**src/design/sec_consts.svh**
```systemverilog
// Register offsets, field positions, reset values and codes of the event capture block.
`ifndef SEC_CONSTS_SVH
`define SEC_CONSTS_SVH
`define SEC_ADDR_SYS_CAP_EN   7'h04
`define SEC_ADDR_SUMMARY      7'h60
`define SEC_ADDR_SYS_FLAGS    7'h61
`define SEC_ADDR_SUP_FLAGS    7'h62
`define SEC_ADDR_TRX_FLAGS    7'h63
`define SEC_ADDR_PIN_FLAGS    7'h64
`define SEC_MODE_SLEEP        3'h1
`define SEC_SYS_PO_BIT        4
`define SEC_SYS_OTW_BIT       2
`define SEC_SYS_SERIAL_FAILURE_FLAG_BIT      1
`define SEC_SYS_WDF_BIT       0
`define SEC_SYS_MASK          8'h17
`define SEC_SUP_SO_BIT        2
`define SEC_SUP_SU_BIT        1
`define SEC_SUP_CU_BIT        0
`define SEC_SUP_MASK_FULL     8'h07
`define SEC_SUP_MASK_BASIC    8'h01
`define SEC_TRX_SIL_BIT       4
`define SEC_TRX_FAULT_BIT     1
`define SEC_TRX_WAKE_BIT      0
`define SEC_TRX_MASK          8'h13
`define SEC_PIN_RISE_BIT      1
`define SEC_PIN_FALL_BIT      0
`define SEC_PIN_MASK          8'h03
`define SEC_CAP_EN_MASK       8'h06
`define SEC_CAP_EN_RESET      8'h00
`define SEC_FLAGS_RESET       8'h00
`define SEC_SUM_PIN_BIT       3
`define SEC_SUM_TRX_BIT       2
`define SEC_SUM_SUP_BIT       1
`define SEC_SUM_SYS_BIT       0
`endif

```
**src/design/sec_pkg.sv**
```systemverilog
// Types shared by the event capture block.
package sec_pkg;
  typedef enum logic [1:0] {
    SEC_V_NONE,
    SEC_V_SLEEP,
    SEC_V_RESET,
    SEC_V_SPIFAIL
  } sec_verdict_t;
endpackage

```
**src/design/sec_flag_if.sv**
```systemverilog
// Carrier between the event gate and one sticky flag register.
`timescale 1ns/1ns
`default_nettype none
interface sec_flag_if;
  logic [7:0] set_evt;
  logic [7:0] clr;
  logic [7:0] flags;
  modport owner (input set_evt, input clr, output flags);
  modport user (output set_evt, output clr, input flags);
endinterface
`default_nettype wire

```
**src/design/sec_event_gate.sv**
```systemverilog
// Event capture flags, summary, receive-pin alert and sleep entry gate.
// Overview of operation
// - No enabled wake source: refuse sleep, reset system
// - Sleep command with pending flag: go Reset
// - Sleep disabled: sleep command is serial failure
// - Sleep disable comes from nonvolatile configuration
// - Read-only summary at 0x60, bits 3:0
// - System bit 4: left Off mode
// - System bit 2: overtemperature warning
// - System bit 1 serial, bit 0 watchdog
// - Supply flags: sensor over, under, controller under
// - Transceiver bit 4: bus silence timeout
// - Transceiver bit 1: transceiver deactivated
// - Transceiver bit 0: bus wake while offline
// - Pin register: rising and falling edge flags
// - Capture enable 0x04: bits 2,1 writable
// - Write one clears, zero leaves unchanged
// - Flags set only when capture enabled, except power-on and watchdog
// - Receive output low on pending while offline and controller supply on
`timescale 1ns/1ns
`default_nettype none
`include "sec_consts.svh"
module sec_event_gate
  import sec_pkg::*;
#(
  parameter bit HAS_SENSOR_SUPPLY = 1'b1
) (
  input  wire logic       clk_sys,
  input  wire logic       reset,
  input  wire logic       reg_wr,
  input  wire logic       reg_rd,
  input  wire logic [6:0] reg_addr,
  input  wire logic [7:0] reg_wdata,
  output logic      [7:0] reg_rdata,
  input  wire logic       mode_wr,
  input  wire logic [2:0] operating_mode_field,
  input  wire logic       sleep_disable_config,
  input  wire logic       poweron_evt,
  input  wire logic       watchdog_fail_evt,
  input  wire logic       serial_fail_evt,
  input  wire logic       overheat_in,
  input  wire logic       controller_uv_in,
  input  wire logic       sensor_ov_in,
  input  wire logic       sensor_uv_in,
  input  wire logic       bus_silent_in,
  input  wire logic       trx_deactivated_in,
  input  wire logic       bus_wake_in,
  input  wire logic       wake_pin,
  input  wire logic       trx_offline,
  input  wire logic       controller_supply_on,
  input  wire logic [2:0] supply_capture_en,
  input  wire logic       bus_silence_capture_en,
  input  wire logic       trx_fault_capture_en,
  input  wire logic       bus_wake_capture_en,
  input  wire logic       pin_rise_capture_en,
  input  wire logic       pin_fall_capture_en,
  output logic            sleep_enter,
  output logic            reset_enter,
  output logic            rxd
);
  // Analog detector outputs and the wake pin arrive without regard to clk_sys.
  logic [7:0] sync1_q;
  logic [7:0] sync2_q;
  logic       pin_prev_q;
  logic [7:0] cap_en_q;
  logic [7:0] rdata_q;
  logic       sleep_q;
  logic       rst_q;
  logic       rxd_q;
  logic       cmd_serial_failure_flag;
  logic       any_pending;
  logic       wake_src_on;
  logic [7:0] summary;
  logic [7:0] sup_mask;
  logic [7:0] sys_set;
  logic [7:0] sup_set;
  logic [7:0] trx_set;
  logic [7:0] pin_set;
  logic       pin_now;
  sec_verdict_t verdict;

  sec_flag_if sys_if ();
  sec_flag_if sup_if ();
  sec_flag_if trx_if ();
  sec_flag_if pin_if ();

  sec_flag_reg u_sys (.clk_sys(clk_sys), .reset(reset), .fl(sys_if));
  sec_flag_reg u_sup (.clk_sys(clk_sys), .reset(reset), .fl(sup_if));
  sec_flag_reg u_trx (.clk_sys(clk_sys), .reset(reset), .fl(trx_if));
  sec_flag_reg u_pin (.clk_sys(clk_sys), .reset(reset), .fl(pin_if));

  always_ff @(posedge clk_sys) begin
    if (reset) begin
      sync1_q <= 8'h00;
      sync2_q <= 8'h00;
    end else begin
      sync1_q <= {wake_pin, bus_wake_in, trx_deactivated_in, bus_silent_in,
                  sensor_ov_in, sensor_uv_in, controller_uv_in, overheat_in};
      sync2_q <= sync1_q;
    end
  end

  assign pin_now = sync2_q[7];

  always_ff @(posedge clk_sys) begin
    if (reset) begin
      pin_prev_q <= 1'b0;
    end else begin
      pin_prev_q <= pin_now;
    end
  end

  // Capture enable register: only the two defined bits ever hold a one.
  always_ff @(posedge clk_sys) begin
    if (reset) begin
      cap_en_q <= `SEC_CAP_EN_RESET;
    end else if (reg_wr && reg_addr == `SEC_ADDR_SYS_CAP_EN) begin
      cap_en_q <= reg_wdata & `SEC_CAP_EN_MASK;
    end
  end

  assign sup_mask = HAS_SENSOR_SUPPLY ? `SEC_SUP_MASK_FULL : `SEC_SUP_MASK_BASIC;

  // Sleep verdict, in order of precedence: disabled, no wake source, pending.
  assign wake_src_on = bus_wake_capture_en | pin_rise_capture_en | pin_fall_capture_en;
  assign any_pending = |summary[3:0];

  always_comb begin
    verdict = SEC_V_NONE;
    if (mode_wr && operating_mode_field == `SEC_MODE_SLEEP) begin
      if (sleep_disable_config) begin
        verdict = SEC_V_SPIFAIL;
      end else if (!wake_src_on) begin
        verdict = SEC_V_RESET;
      end else if (any_pending) begin
        verdict = SEC_V_RESET;
      end else begin
        verdict = SEC_V_SLEEP;
      end
    end
  end

  assign cmd_serial_failure_flag = (verdict == SEC_V_SPIFAIL);

  // Event sets, each gated by its capture enable; power-on and watchdog always.
  always_comb begin
    sys_set = 8'h00;
    sys_set[`SEC_SYS_PO_BIT]   = poweron_evt;
    sys_set[`SEC_SYS_OTW_BIT]  = sync2_q[0] & cap_en_q[`SEC_SYS_OTW_BIT];
    sys_set[`SEC_SYS_SERIAL_FAILURE_FLAG_BIT] = (serial_fail_evt | cmd_serial_failure_flag)
                                 & cap_en_q[`SEC_SYS_SERIAL_FAILURE_FLAG_BIT];
    sys_set[`SEC_SYS_WDF_BIT]  = watchdog_fail_evt;
  end

  always_comb begin
    sup_set = 8'h00;
    sup_set[`SEC_SUP_CU_BIT] = sync2_q[1] & supply_capture_en[0];
    sup_set[`SEC_SUP_SU_BIT] = sync2_q[2] & supply_capture_en[1];
    sup_set[`SEC_SUP_SO_BIT] = sync2_q[3] & supply_capture_en[2];
    sup_set = sup_set & sup_mask;
  end

  always_comb begin
    trx_set = 8'h00;
    trx_set[`SEC_TRX_SIL_BIT]   = sync2_q[4] & bus_silence_capture_en;
    trx_set[`SEC_TRX_FAULT_BIT] = sync2_q[5] & trx_fault_capture_en;
    trx_set[`SEC_TRX_WAKE_BIT]  = sync2_q[6] & trx_offline & bus_wake_capture_en;
  end

  always_comb begin
    pin_set = 8'h00;
    pin_set[`SEC_PIN_RISE_BIT] = pin_now & ~pin_prev_q & pin_rise_capture_en;
    pin_set[`SEC_PIN_FALL_BIT] = ~pin_now & pin_prev_q & pin_fall_capture_en;
  end

  assign sys_if.set_evt = sys_set;
  assign sup_if.set_evt = sup_set;
  assign trx_if.set_evt = trx_set;
  assign pin_if.set_evt = pin_set;

  // Clears reach only the defined bits of the addressed register.
  assign sys_if.clr = (reg_wr && reg_addr == `SEC_ADDR_SYS_FLAGS)
                      ? (reg_wdata & `SEC_SYS_MASK) : 8'h00;
  assign sup_if.clr = (reg_wr && reg_addr == `SEC_ADDR_SUP_FLAGS)
                      ? (reg_wdata & sup_mask) : 8'h00;
  assign trx_if.clr = (reg_wr && reg_addr == `SEC_ADDR_TRX_FLAGS)
                      ? (reg_wdata & `SEC_TRX_MASK) : 8'h00;
  assign pin_if.clr = (reg_wr && reg_addr == `SEC_ADDR_PIN_FLAGS)
                      ? (reg_wdata & `SEC_PIN_MASK) : 8'h00;

  always_comb begin
    summary = 8'h00;
    summary[`SEC_SUM_SYS_BIT] = |(sys_if.flags & `SEC_SYS_MASK);
    summary[`SEC_SUM_SUP_BIT] = |(sup_if.flags & sup_mask);
    summary[`SEC_SUM_TRX_BIT] = |(trx_if.flags & `SEC_TRX_MASK);
    summary[`SEC_SUM_PIN_BIT] = |(pin_if.flags & `SEC_PIN_MASK);
  end

  // Read data is registered; writes to the summary are ignored.
  always_ff @(posedge clk_sys) begin
    if (reset) begin
      rdata_q <= 8'h00;
    end else if (reg_rd) begin
      case (reg_addr)
        `SEC_ADDR_SYS_CAP_EN: rdata_q <= cap_en_q;
        `SEC_ADDR_SUMMARY:    rdata_q <= summary;
        `SEC_ADDR_SYS_FLAGS:  rdata_q <= sys_if.flags & `SEC_SYS_MASK;
        `SEC_ADDR_SUP_FLAGS:  rdata_q <= sup_if.flags & sup_mask;
        `SEC_ADDR_TRX_FLAGS:  rdata_q <= trx_if.flags & `SEC_TRX_MASK;
        `SEC_ADDR_PIN_FLAGS:  rdata_q <= pin_if.flags & `SEC_PIN_MASK;
        default:              rdata_q <= 8'h00;
      endcase
    end
  end

  always_ff @(posedge clk_sys) begin
    if (reset) begin
      sleep_q <= 1'b0;
      rst_q   <= 1'b0;
    end else begin
      sleep_q <= (verdict == SEC_V_SLEEP);
      rst_q   <= (verdict == SEC_V_RESET);
    end
  end

  // The alert only works while the controller is powered to see it.
  always_ff @(posedge clk_sys) begin
    if (reset) begin
      rxd_q <= 1'b1;
    end else begin
      rxd_q <= ~(trx_offline & controller_supply_on & any_pending);
    end
  end

  assign reg_rdata   = rdata_q;
  assign sleep_enter = sleep_q;
  assign reset_enter = rst_q;
  assign rxd         = rxd_q;

  logic sleep_cmd;
  assign sleep_cmd = mode_wr && operating_mode_field == `SEC_MODE_SLEEP;

  AST_NO_WAKE_SRC: assert property (@(posedge clk_sys) disable iff (reset)
    sleep_cmd && !sleep_disable_config && !wake_src_on |=> reset_enter && !sleep_enter)
    else $error("sleep taken with no wake source enabled");

  AST_PENDING_RESET: assert property (@(posedge clk_sys) disable iff (reset)
    sleep_cmd && !sleep_disable_config && any_pending |=> reset_enter && !sleep_enter)
    else $error("sleep taken while an event was pending");

  AST_SLEEP_DISABLED: assert property (@(posedge clk_sys) disable iff (reset)
    sleep_cmd && sleep_disable_config && cap_en_q[1] |=> !sleep_enter && !reset_enter
      && sys_if.flags[`SEC_SYS_SERIAL_FAILURE_FLAG_BIT])
    else $error("disabled sleep not turned into serial failure");

  AST_SLEEP_ONLY_CLEAN: assert property (@(posedge clk_sys) disable iff (reset)
    sleep_enter |-> $past(!sleep_disable_config && wake_src_on && !any_pending && sleep_cmd))
    else $error("sleep entered without all conditions met");

  AST_SUMMARY_RD: assert property (@(posedge clk_sys) disable iff (reset)
    reg_rd && reg_addr == `SEC_ADDR_SUMMARY |=> reg_rdata[7:4] == 4'h0
      && reg_rdata[3:0] == $past(summary[3:0]))
    else $error("summary read wrong");

  AST_POWERON: assert property (@(posedge clk_sys) disable iff (reset)
    poweron_evt |=> sys_if.flags[`SEC_SYS_PO_BIT] && summary[`SEC_SUM_SYS_BIT])
    else $error("power-on flag not set");

  AST_OVERHEAT: assert property (@(posedge clk_sys) disable iff (reset)
    overheat_in && cap_en_q[`SEC_SYS_OTW_BIT] ##1 cap_en_q[`SEC_SYS_OTW_BIT] && overheat_in
      ##1 cap_en_q[`SEC_SYS_OTW_BIT] |=> sys_if.flags[`SEC_SYS_OTW_BIT])
    else $error("overheat warning not captured within three cycles");

  AST_WATCHDOG: assert property (@(posedge clk_sys) disable iff (reset)
    watchdog_fail_evt |=> sys_if.flags[`SEC_SYS_WDF_BIT])
    else $error("watchdog failure not captured");

  AST_OFFLINE_WAKE: assert property (@(posedge clk_sys) disable iff (reset)
    !$past(trx_if.flags[0]) && trx_if.flags[0] |-> $past(trx_offline && bus_wake_capture_en))
    else $error("bus wake captured while online or disabled");

  AST_PIN_EDGE: assert property (@(posedge clk_sys) disable iff (reset)
    !pin_rise_capture_en && !pin_if.flags[1] |=> !pin_if.flags[1])
    else $error("rising edge flag set with capture disabled");

  AST_ZERO_KEEPS: assert property (@(posedge clk_sys) disable iff (reset)
    reg_wr && reg_addr == `SEC_ADDR_SYS_FLAGS && !reg_wdata[0] && sys_if.flags[0]
      |=> sys_if.flags[0])
    else $error("writing zero cleared a flag");

  AST_ONE_CLEARS: assert property (@(posedge clk_sys) disable iff (reset)
    reg_wr && reg_addr == `SEC_ADDR_PIN_FLAGS && reg_wdata[1] && !pin_set[1]
      |=> !pin_if.flags[1])
    else $error("writing one did not clear a flag");

  AST_DISABLED_OTW: assert property (@(posedge clk_sys) disable iff (reset)
    !cap_en_q[`SEC_SYS_OTW_BIT] && !sys_if.flags[2] |=> !sys_if.flags[2])
    else $error("overheat flag set with capture disabled");

  AST_RXD_ALERT: assert property (@(posedge clk_sys) disable iff (reset)
    trx_offline && controller_supply_on && any_pending |=> !rxd)
    else $error("receive output not pulled low on pending event");

  AST_STICKY: assert property (@(posedge clk_sys) disable iff (reset)
    trx_if.flags[4] && !(reg_wr && reg_addr == `SEC_ADDR_TRX_FLAGS) |=> trx_if.flags[4])
    else $error("silence flag dropped without a clear");

  AST_SERIAL_FAIL: assert property (@(posedge clk_sys) disable iff (reset)
    serial_fail_evt && cap_en_q[`SEC_SYS_SERIAL_FAILURE_FLAG_BIT] |=> sys_if.flags[`SEC_SYS_SERIAL_FAILURE_FLAG_BIT])
    else $error("serial failure not captured");

  AST_SUPPLY_RSVD: assert property (@(posedge clk_sys) disable iff (reset)
    reg_rd && reg_addr == `SEC_ADDR_SUP_FLAGS |=> (reg_rdata & ~sup_mask) == 8'h00)
    else $error("reserved supply bit read as one");

  AST_SILENCE: assert property (@(posedge clk_sys) disable iff (reset)
    bus_silence_capture_en && sync2_q[4] |=> trx_if.flags[`SEC_TRX_SIL_BIT])
    else $error("bus silence not captured");

  AST_TRX_FAULT: assert property (@(posedge clk_sys) disable iff (reset)
    trx_fault_capture_en && sync2_q[5] |=> trx_if.flags[`SEC_TRX_FAULT_BIT])
    else $error("transceiver deactivation not captured");

  AST_PIN_FALL: assert property (@(posedge clk_sys) disable iff (reset)
    !pin_fall_capture_en && !pin_if.flags[`SEC_PIN_FALL_BIT]
      |=> !pin_if.flags[`SEC_PIN_FALL_BIT])
    else $error("falling edge flag set with capture disabled");

  AST_CAP_EN_RSVD: assert property (@(posedge clk_sys) disable iff (reset)
    reg_rd && reg_addr == `SEC_ADDR_SYS_CAP_EN |=> (reg_rdata & ~`SEC_CAP_EN_MASK) == 8'h00)
    else $error("reserved capture enable bit read as one");

  AST_RXD_IDLE: assert property (@(posedge clk_sys) disable iff (reset)
    !trx_offline |=> rxd)
    else $error("receive output low while transceiver online");

  AST_SUMMARY_OR: assert property (@(posedge clk_sys) disable iff (reset)
    summary[`SEC_SUM_PIN_BIT] == (pin_if.flags[1] || pin_if.flags[0])
      && summary[`SEC_SUM_TRX_BIT] == (trx_if.flags[4] || trx_if.flags[1] || trx_if.flags[0]))
    else $error("summary bit differs from its flags");

  COV_SLEEP: cover property (@(posedge clk_sys) disable iff (reset) sleep_enter);
  COV_RESET_PENDING: cover property (@(posedge clk_sys) disable iff (reset)
    sleep_cmd && any_pending ##1 reset_enter);
  COV_SERIAL_FAILURE_FLAG_CMD: cover property (@(posedge clk_sys) disable iff (reset) cmd_serial_failure_flag);
  COV_RXD_LOW: cover property (@(posedge clk_sys) disable iff (reset) $fell(rxd));
  COV_NO_WAKE: cover property (@(posedge clk_sys) disable iff (reset)
    sleep_cmd && !wake_src_on ##1 reset_enter);
endmodule
`default_nettype wire

```
**src/design/sec_flag_reg.sv**
```systemverilog
// One register of sticky event flags, cleared by writing one.
`timescale 1ns/1ns
`default_nettype none
`include "sec_consts.svh"
module sec_flag_reg (
  input  wire logic clk_sys,
  input  wire logic reset,
  sec_flag_if.owner fl
);
  logic [7:0] flags_q;

  // A set in the clearing cycle wins, so no event is lost to a late clear.
  always_ff @(posedge clk_sys) begin
    if (reset) begin
      flags_q <= `SEC_FLAGS_RESET;
    end else begin
      flags_q <= (flags_q & ~fl.clr) | fl.set_evt;
    end
  end

  assign fl.flags = flags_q;
endmodule
`default_nettype wire

```
**config.mk**
```make
export PLATFORM = sky130hd
export DESIGN_NAME = sec_event_gate
export DESIGN_NICKNAME = d
export VERILOG_FILES = /design/src/design/sec_pkg.sv /design/src/design/sec_flag_if.sv /design/src/design/sec_event_gate.sv /design/src/design/sec_flag_reg.sv
export VERILOG_INCLUDE_DIRS = /design/src /design/src/design
export SDC_FILE = /design/constraint.sdc
export NUM_CORES = 1
export LEC_CHECK = 0
export CAP_MARGIN = 20
export CORE_ASPECT_RATIO = 2
export CORE_UTILIZATION = 45
export DETAILED_ROUTE_END_ITERATION = 8
export DONT_BUFFER_PORTS = 1
export GPL_TIMING_DRIVEN = 0
export PLACE_DENSITY = 0.61
export SETUP_SLACK_MARGIN = 0.4
export SLEW_MARGIN = 0
export SYNTH_ARGS = -nofsm -noshare
export SYNTH_HDL_FRONTEND = slang
export SYNTH_SLANG_ARGS = --single-unit
export TNS_END_PERCENT = 5
```
**constraint.sdc**
```tcl
create_clock -name clk_sys -period 1.9 [get_ports clk_sys]
set_clock_uncertainty 0.1 [all_clocks]
set_input_delay 0.19 -clock clk_sys [delete_from_list [all_inputs] [get_ports clk_sys]]
set_output_delay 0.19 -clock clk_sys [all_outputs]
set_load 0.02 [all_outputs]
```
==> impl_results.md <==
* Outcome: complete, but fails checks
* Failing checks: design-rule violations
* Mapped Cells at 168
* Reg2reg start: u_sys.fl.flags[2]$_SDFF_PP0_
* Kind of critical path: reg -> reg
* Synth Register Bits at 39
* CTS max path bufs at 2
* Reg2Reg Setup Slack at 80 ps
* GRT Residual Overflow at 0
* Placed Area at 1650 um2
* P&R area growth vs syn at 26.5%
* Ys Warns at 0
* # H-tree levels at 2
* Pwr dens at 851 nW/um2
* Initial core utilization at 47.4%
* Delay-heaviest family, CP: simple AND/OR/NAND/NOR gates
* Arr. time, crit path at 1900 ps
* Die area at 3820 um2
* Setup repair bufs after CTS at 0
* Clock Sinks at 39
* CP max FO at 4
* Inserted Clock Buffers at 5
* Core area at 3380 um2
* Fraction of registers with async set/reset at 0%
* Final net count at 247
* WP data required at 1970 ps
* Chip width at 44.2 um
* Total Wirelength at 3830 um
* RSZ-0062 raised after global routing: yes
* Placed wire-length estimate at 2720 um
* Hold Path Origin: pin_fall_capture_en
* Vias in the first global route at 1,402
* Post-Synthesis Cell Area at 1600 um2
* Global placer's final weighted congestion at 0.883
* Worst Hold Class: in -> reg
* Leakage at 0.769 nW
* Initial antenna violation count at 0
* Worst setup SP type: register
* Clock insertion delay at the later pin of the skew report at 280 ps
* Crit. path cell count at 4
* Post-synthesis sequential area ratio at 48.7%
* CP Buf/Inv Count at 0
* DR vias/cell at 5.68
* Clock Root Buffer: clkbuf_8
* Reg clk slew, reported paths at 70 ps
* FP Rows at 30
* Wire per inst at 16.3 um
* Tmin final at 1820 ps
* Syn avg cell area at 9.54 um2
* DRC at 3
* Peak supply drop at 0.00122 V
* Cell Chain, Critical Path: or4_1 > mux4_2 > o2111ai_2 > a21oi_1
* Final Util at 60.0%
* FF-to-FF End: reg_rdata[0]$_SDFFE_PP0P_
* First-pass GRT wire length at 6040 um
* Total number of vias at 1,334
* Final hold viol count at 0
* Die height at 86.4 um
* Hold Path Sink: sleep_enter$_SDFF_PP0_
* Crit path largest cell delay at 520 ps
* Main synth FF type: dfxtp_1
* Number of placed I/O pins at 56
* Hold_ws at 3.44 ps
* Final ANT Viol Nets at 0
* Slowest CP cell: or4_1
* Worst-margin pin slew at 661 ps
* Post-route clock period utilization at 96.0%
* Initial DRT Pass Iterations at 6
* Relative slew slack at 55.3%
* Final Cell Area at 2030 um2
* DR iter-0 viols at 40
* Post-synthesis cell type count at 37
* CTS tree: done
* CP Capture Type: register
* Max Cap Violations at 0
* Post-synth EDFFs at 0
* FMAX at 0.548 GHz
* R2R depth at 4
* Buffers on Ports at 0
* Ant. Diodes at 0
* Total global-route track usage at 21.7%
* TNS Setup at 0 ps
* Worst Hold Depth at 2
* Largest net degree at the start of global routing at 13
* Final slew viol count at 0
* Final setup vio count at 0
* Fraction of layout cells with a size suffix above 1 at 11.8%
-- final cells by class --
type / count / area [um2]
Buffer: 10 / 87.6
Clock buffer: 6 / 82.6
Clock inverter: 2 / 35.0
Fill cell: 292 / 1350
Inverter: 7 / 26.3
Multi-Input combinational cell: 114 / 722
Sequential cell: 39 / 783
Tap cell: 32 / 40.0
Timing Repair Buffer: 25 / 250
-- how the worst max path moves through the flow --
stage,from,end
floorplan,u_sys.fl.flags[2]$_SDFF_PP0_,reg_rdata[0]$_SDFFE_PP0P_
global placement,u_sys.fl.flags[2]$_SDFF_PP0_,reg_rdata[0]$_SDFFE_PP0P_
detailed placement,u_sys.fl.flags[1]$_SDFF_PP0_,reg_rdata[0]$_SDFFE_PP0P_
CTS,u_sys.fl.flags[2]$_SDFF_PP0_,reg_rdata[0]$_SDFFE_PP0P_
global route,u_sys.fl.flags[2]$_SDFF_PP0_,reg_rdata[0]$_SDFFE_PP0P_
finish,u_sys.fl.flags[2]$_SDFF_PP0_,reg_rdata[0]$_SDFFE_PP0P_
-- synthesized netlist by cell type, types with 3 or more instances --
master | instances | share of area [%]
nor3_1 | 5 | 1.6
buf_4 | 3 | 1.4
nor2b_1 | 17 | 6.6
inv_1 | 7 | 1.6
nand4_1 | 4 | 1.6
nor2_1 | 12 | 2.8
a21oi_1 | 15 | 4.7
a311oi_1 | 7 | 3.8
dfxtp_1 | 39 | 49
clkbuf_8 | 3 | 2.6
nand2_1 | 10 | 2.3
o21ai_0 | 9 | 2.8
nand3b_1 | 3 | 1.4
-- through the flow --
stage	cells	worst slack, ps	power [mW]
floorplan	170	186	0.973
global placement	202	109	0.992
detailed placement	202	62.1	0.997
CTS	235	79.2	1.74
global route	235	42.5	1.79
finish	235	76.2	1.72
-- power by group --
group          internal [mW]  switching [mW]  total [mW]
Clock                  0.425           0.277       0.702
Sequential             0.845          0.0187       0.864
Combinational         0.0901          0.0690       0.159
Total                   1.36           0.365        1.72
-- routing by layer --
metal  track usage [%]  vias up  share of wire (%)
met1              18.9      604                 31
met4              12.4        0                3.6
met5                 0        -                  0
met2              41.3       58                 59
met3              5.63       13                6.4
li1                  -      659                  -
-- flip-flops by register name (all words and copies together) (netlist names) --
name	cells
u_pin.fl.flags	2
sync1_q	8
u_sys.fl.flags	4
rxd	1
pin_prev_q	1
u_sup.fl.flags	3
sleep_enter	1
cap_en_q	2
sync2_q	8
reg_rdata	5
u_trx.fl.flags	3
reset_enter	1
-- what timing repair did --
item,CTS,global route
pin swaps,0,0
endpoints found under the setup margin,2,2
hold buffers,25,0
endpoints found under the hold margin,22,0
resized for setup,3,0
-- cell families (layout without fill, tap and decap cells) --
logic type             Yosys count  after routing  share of synthesized area, %
AO/OA/AOI/OAI                   36             36                          13.9
buffers and inverters           17             50                          7.10
flip-flops                      39             39                          48.7
multiplexers                     5              5                          4.76
other                            1              3                         0.234
AND/OR/NAND/NOR                 70             70                          25.3
-- layout by cell type (no fill, tap or decap), types with 2 or more instances in the layout --
cell type      instances
nand4b_1               2
dfxtp_2                2
a311oi_1               7
dlygate4sd3_1         25
buf_4                  3
mux4_2                 2
nand3b_1               3
nand2b_1               2
inv_1                  7
nor2_1                12
mux2i_1                2
clkbuf_8               9
nand3_1                2
nor4_1                 2
conb_1                 3
dfxtp_1               37
a21oi_1               15
o21ai_0                9
nand4bb_1              2
nand2_1               10
clkbuf_1               2
nor2b_1               17
or3_1                  2
nand4_1                4
nor3_1                 5
or4_1                  2
Power figures use the tool's default switching activity.
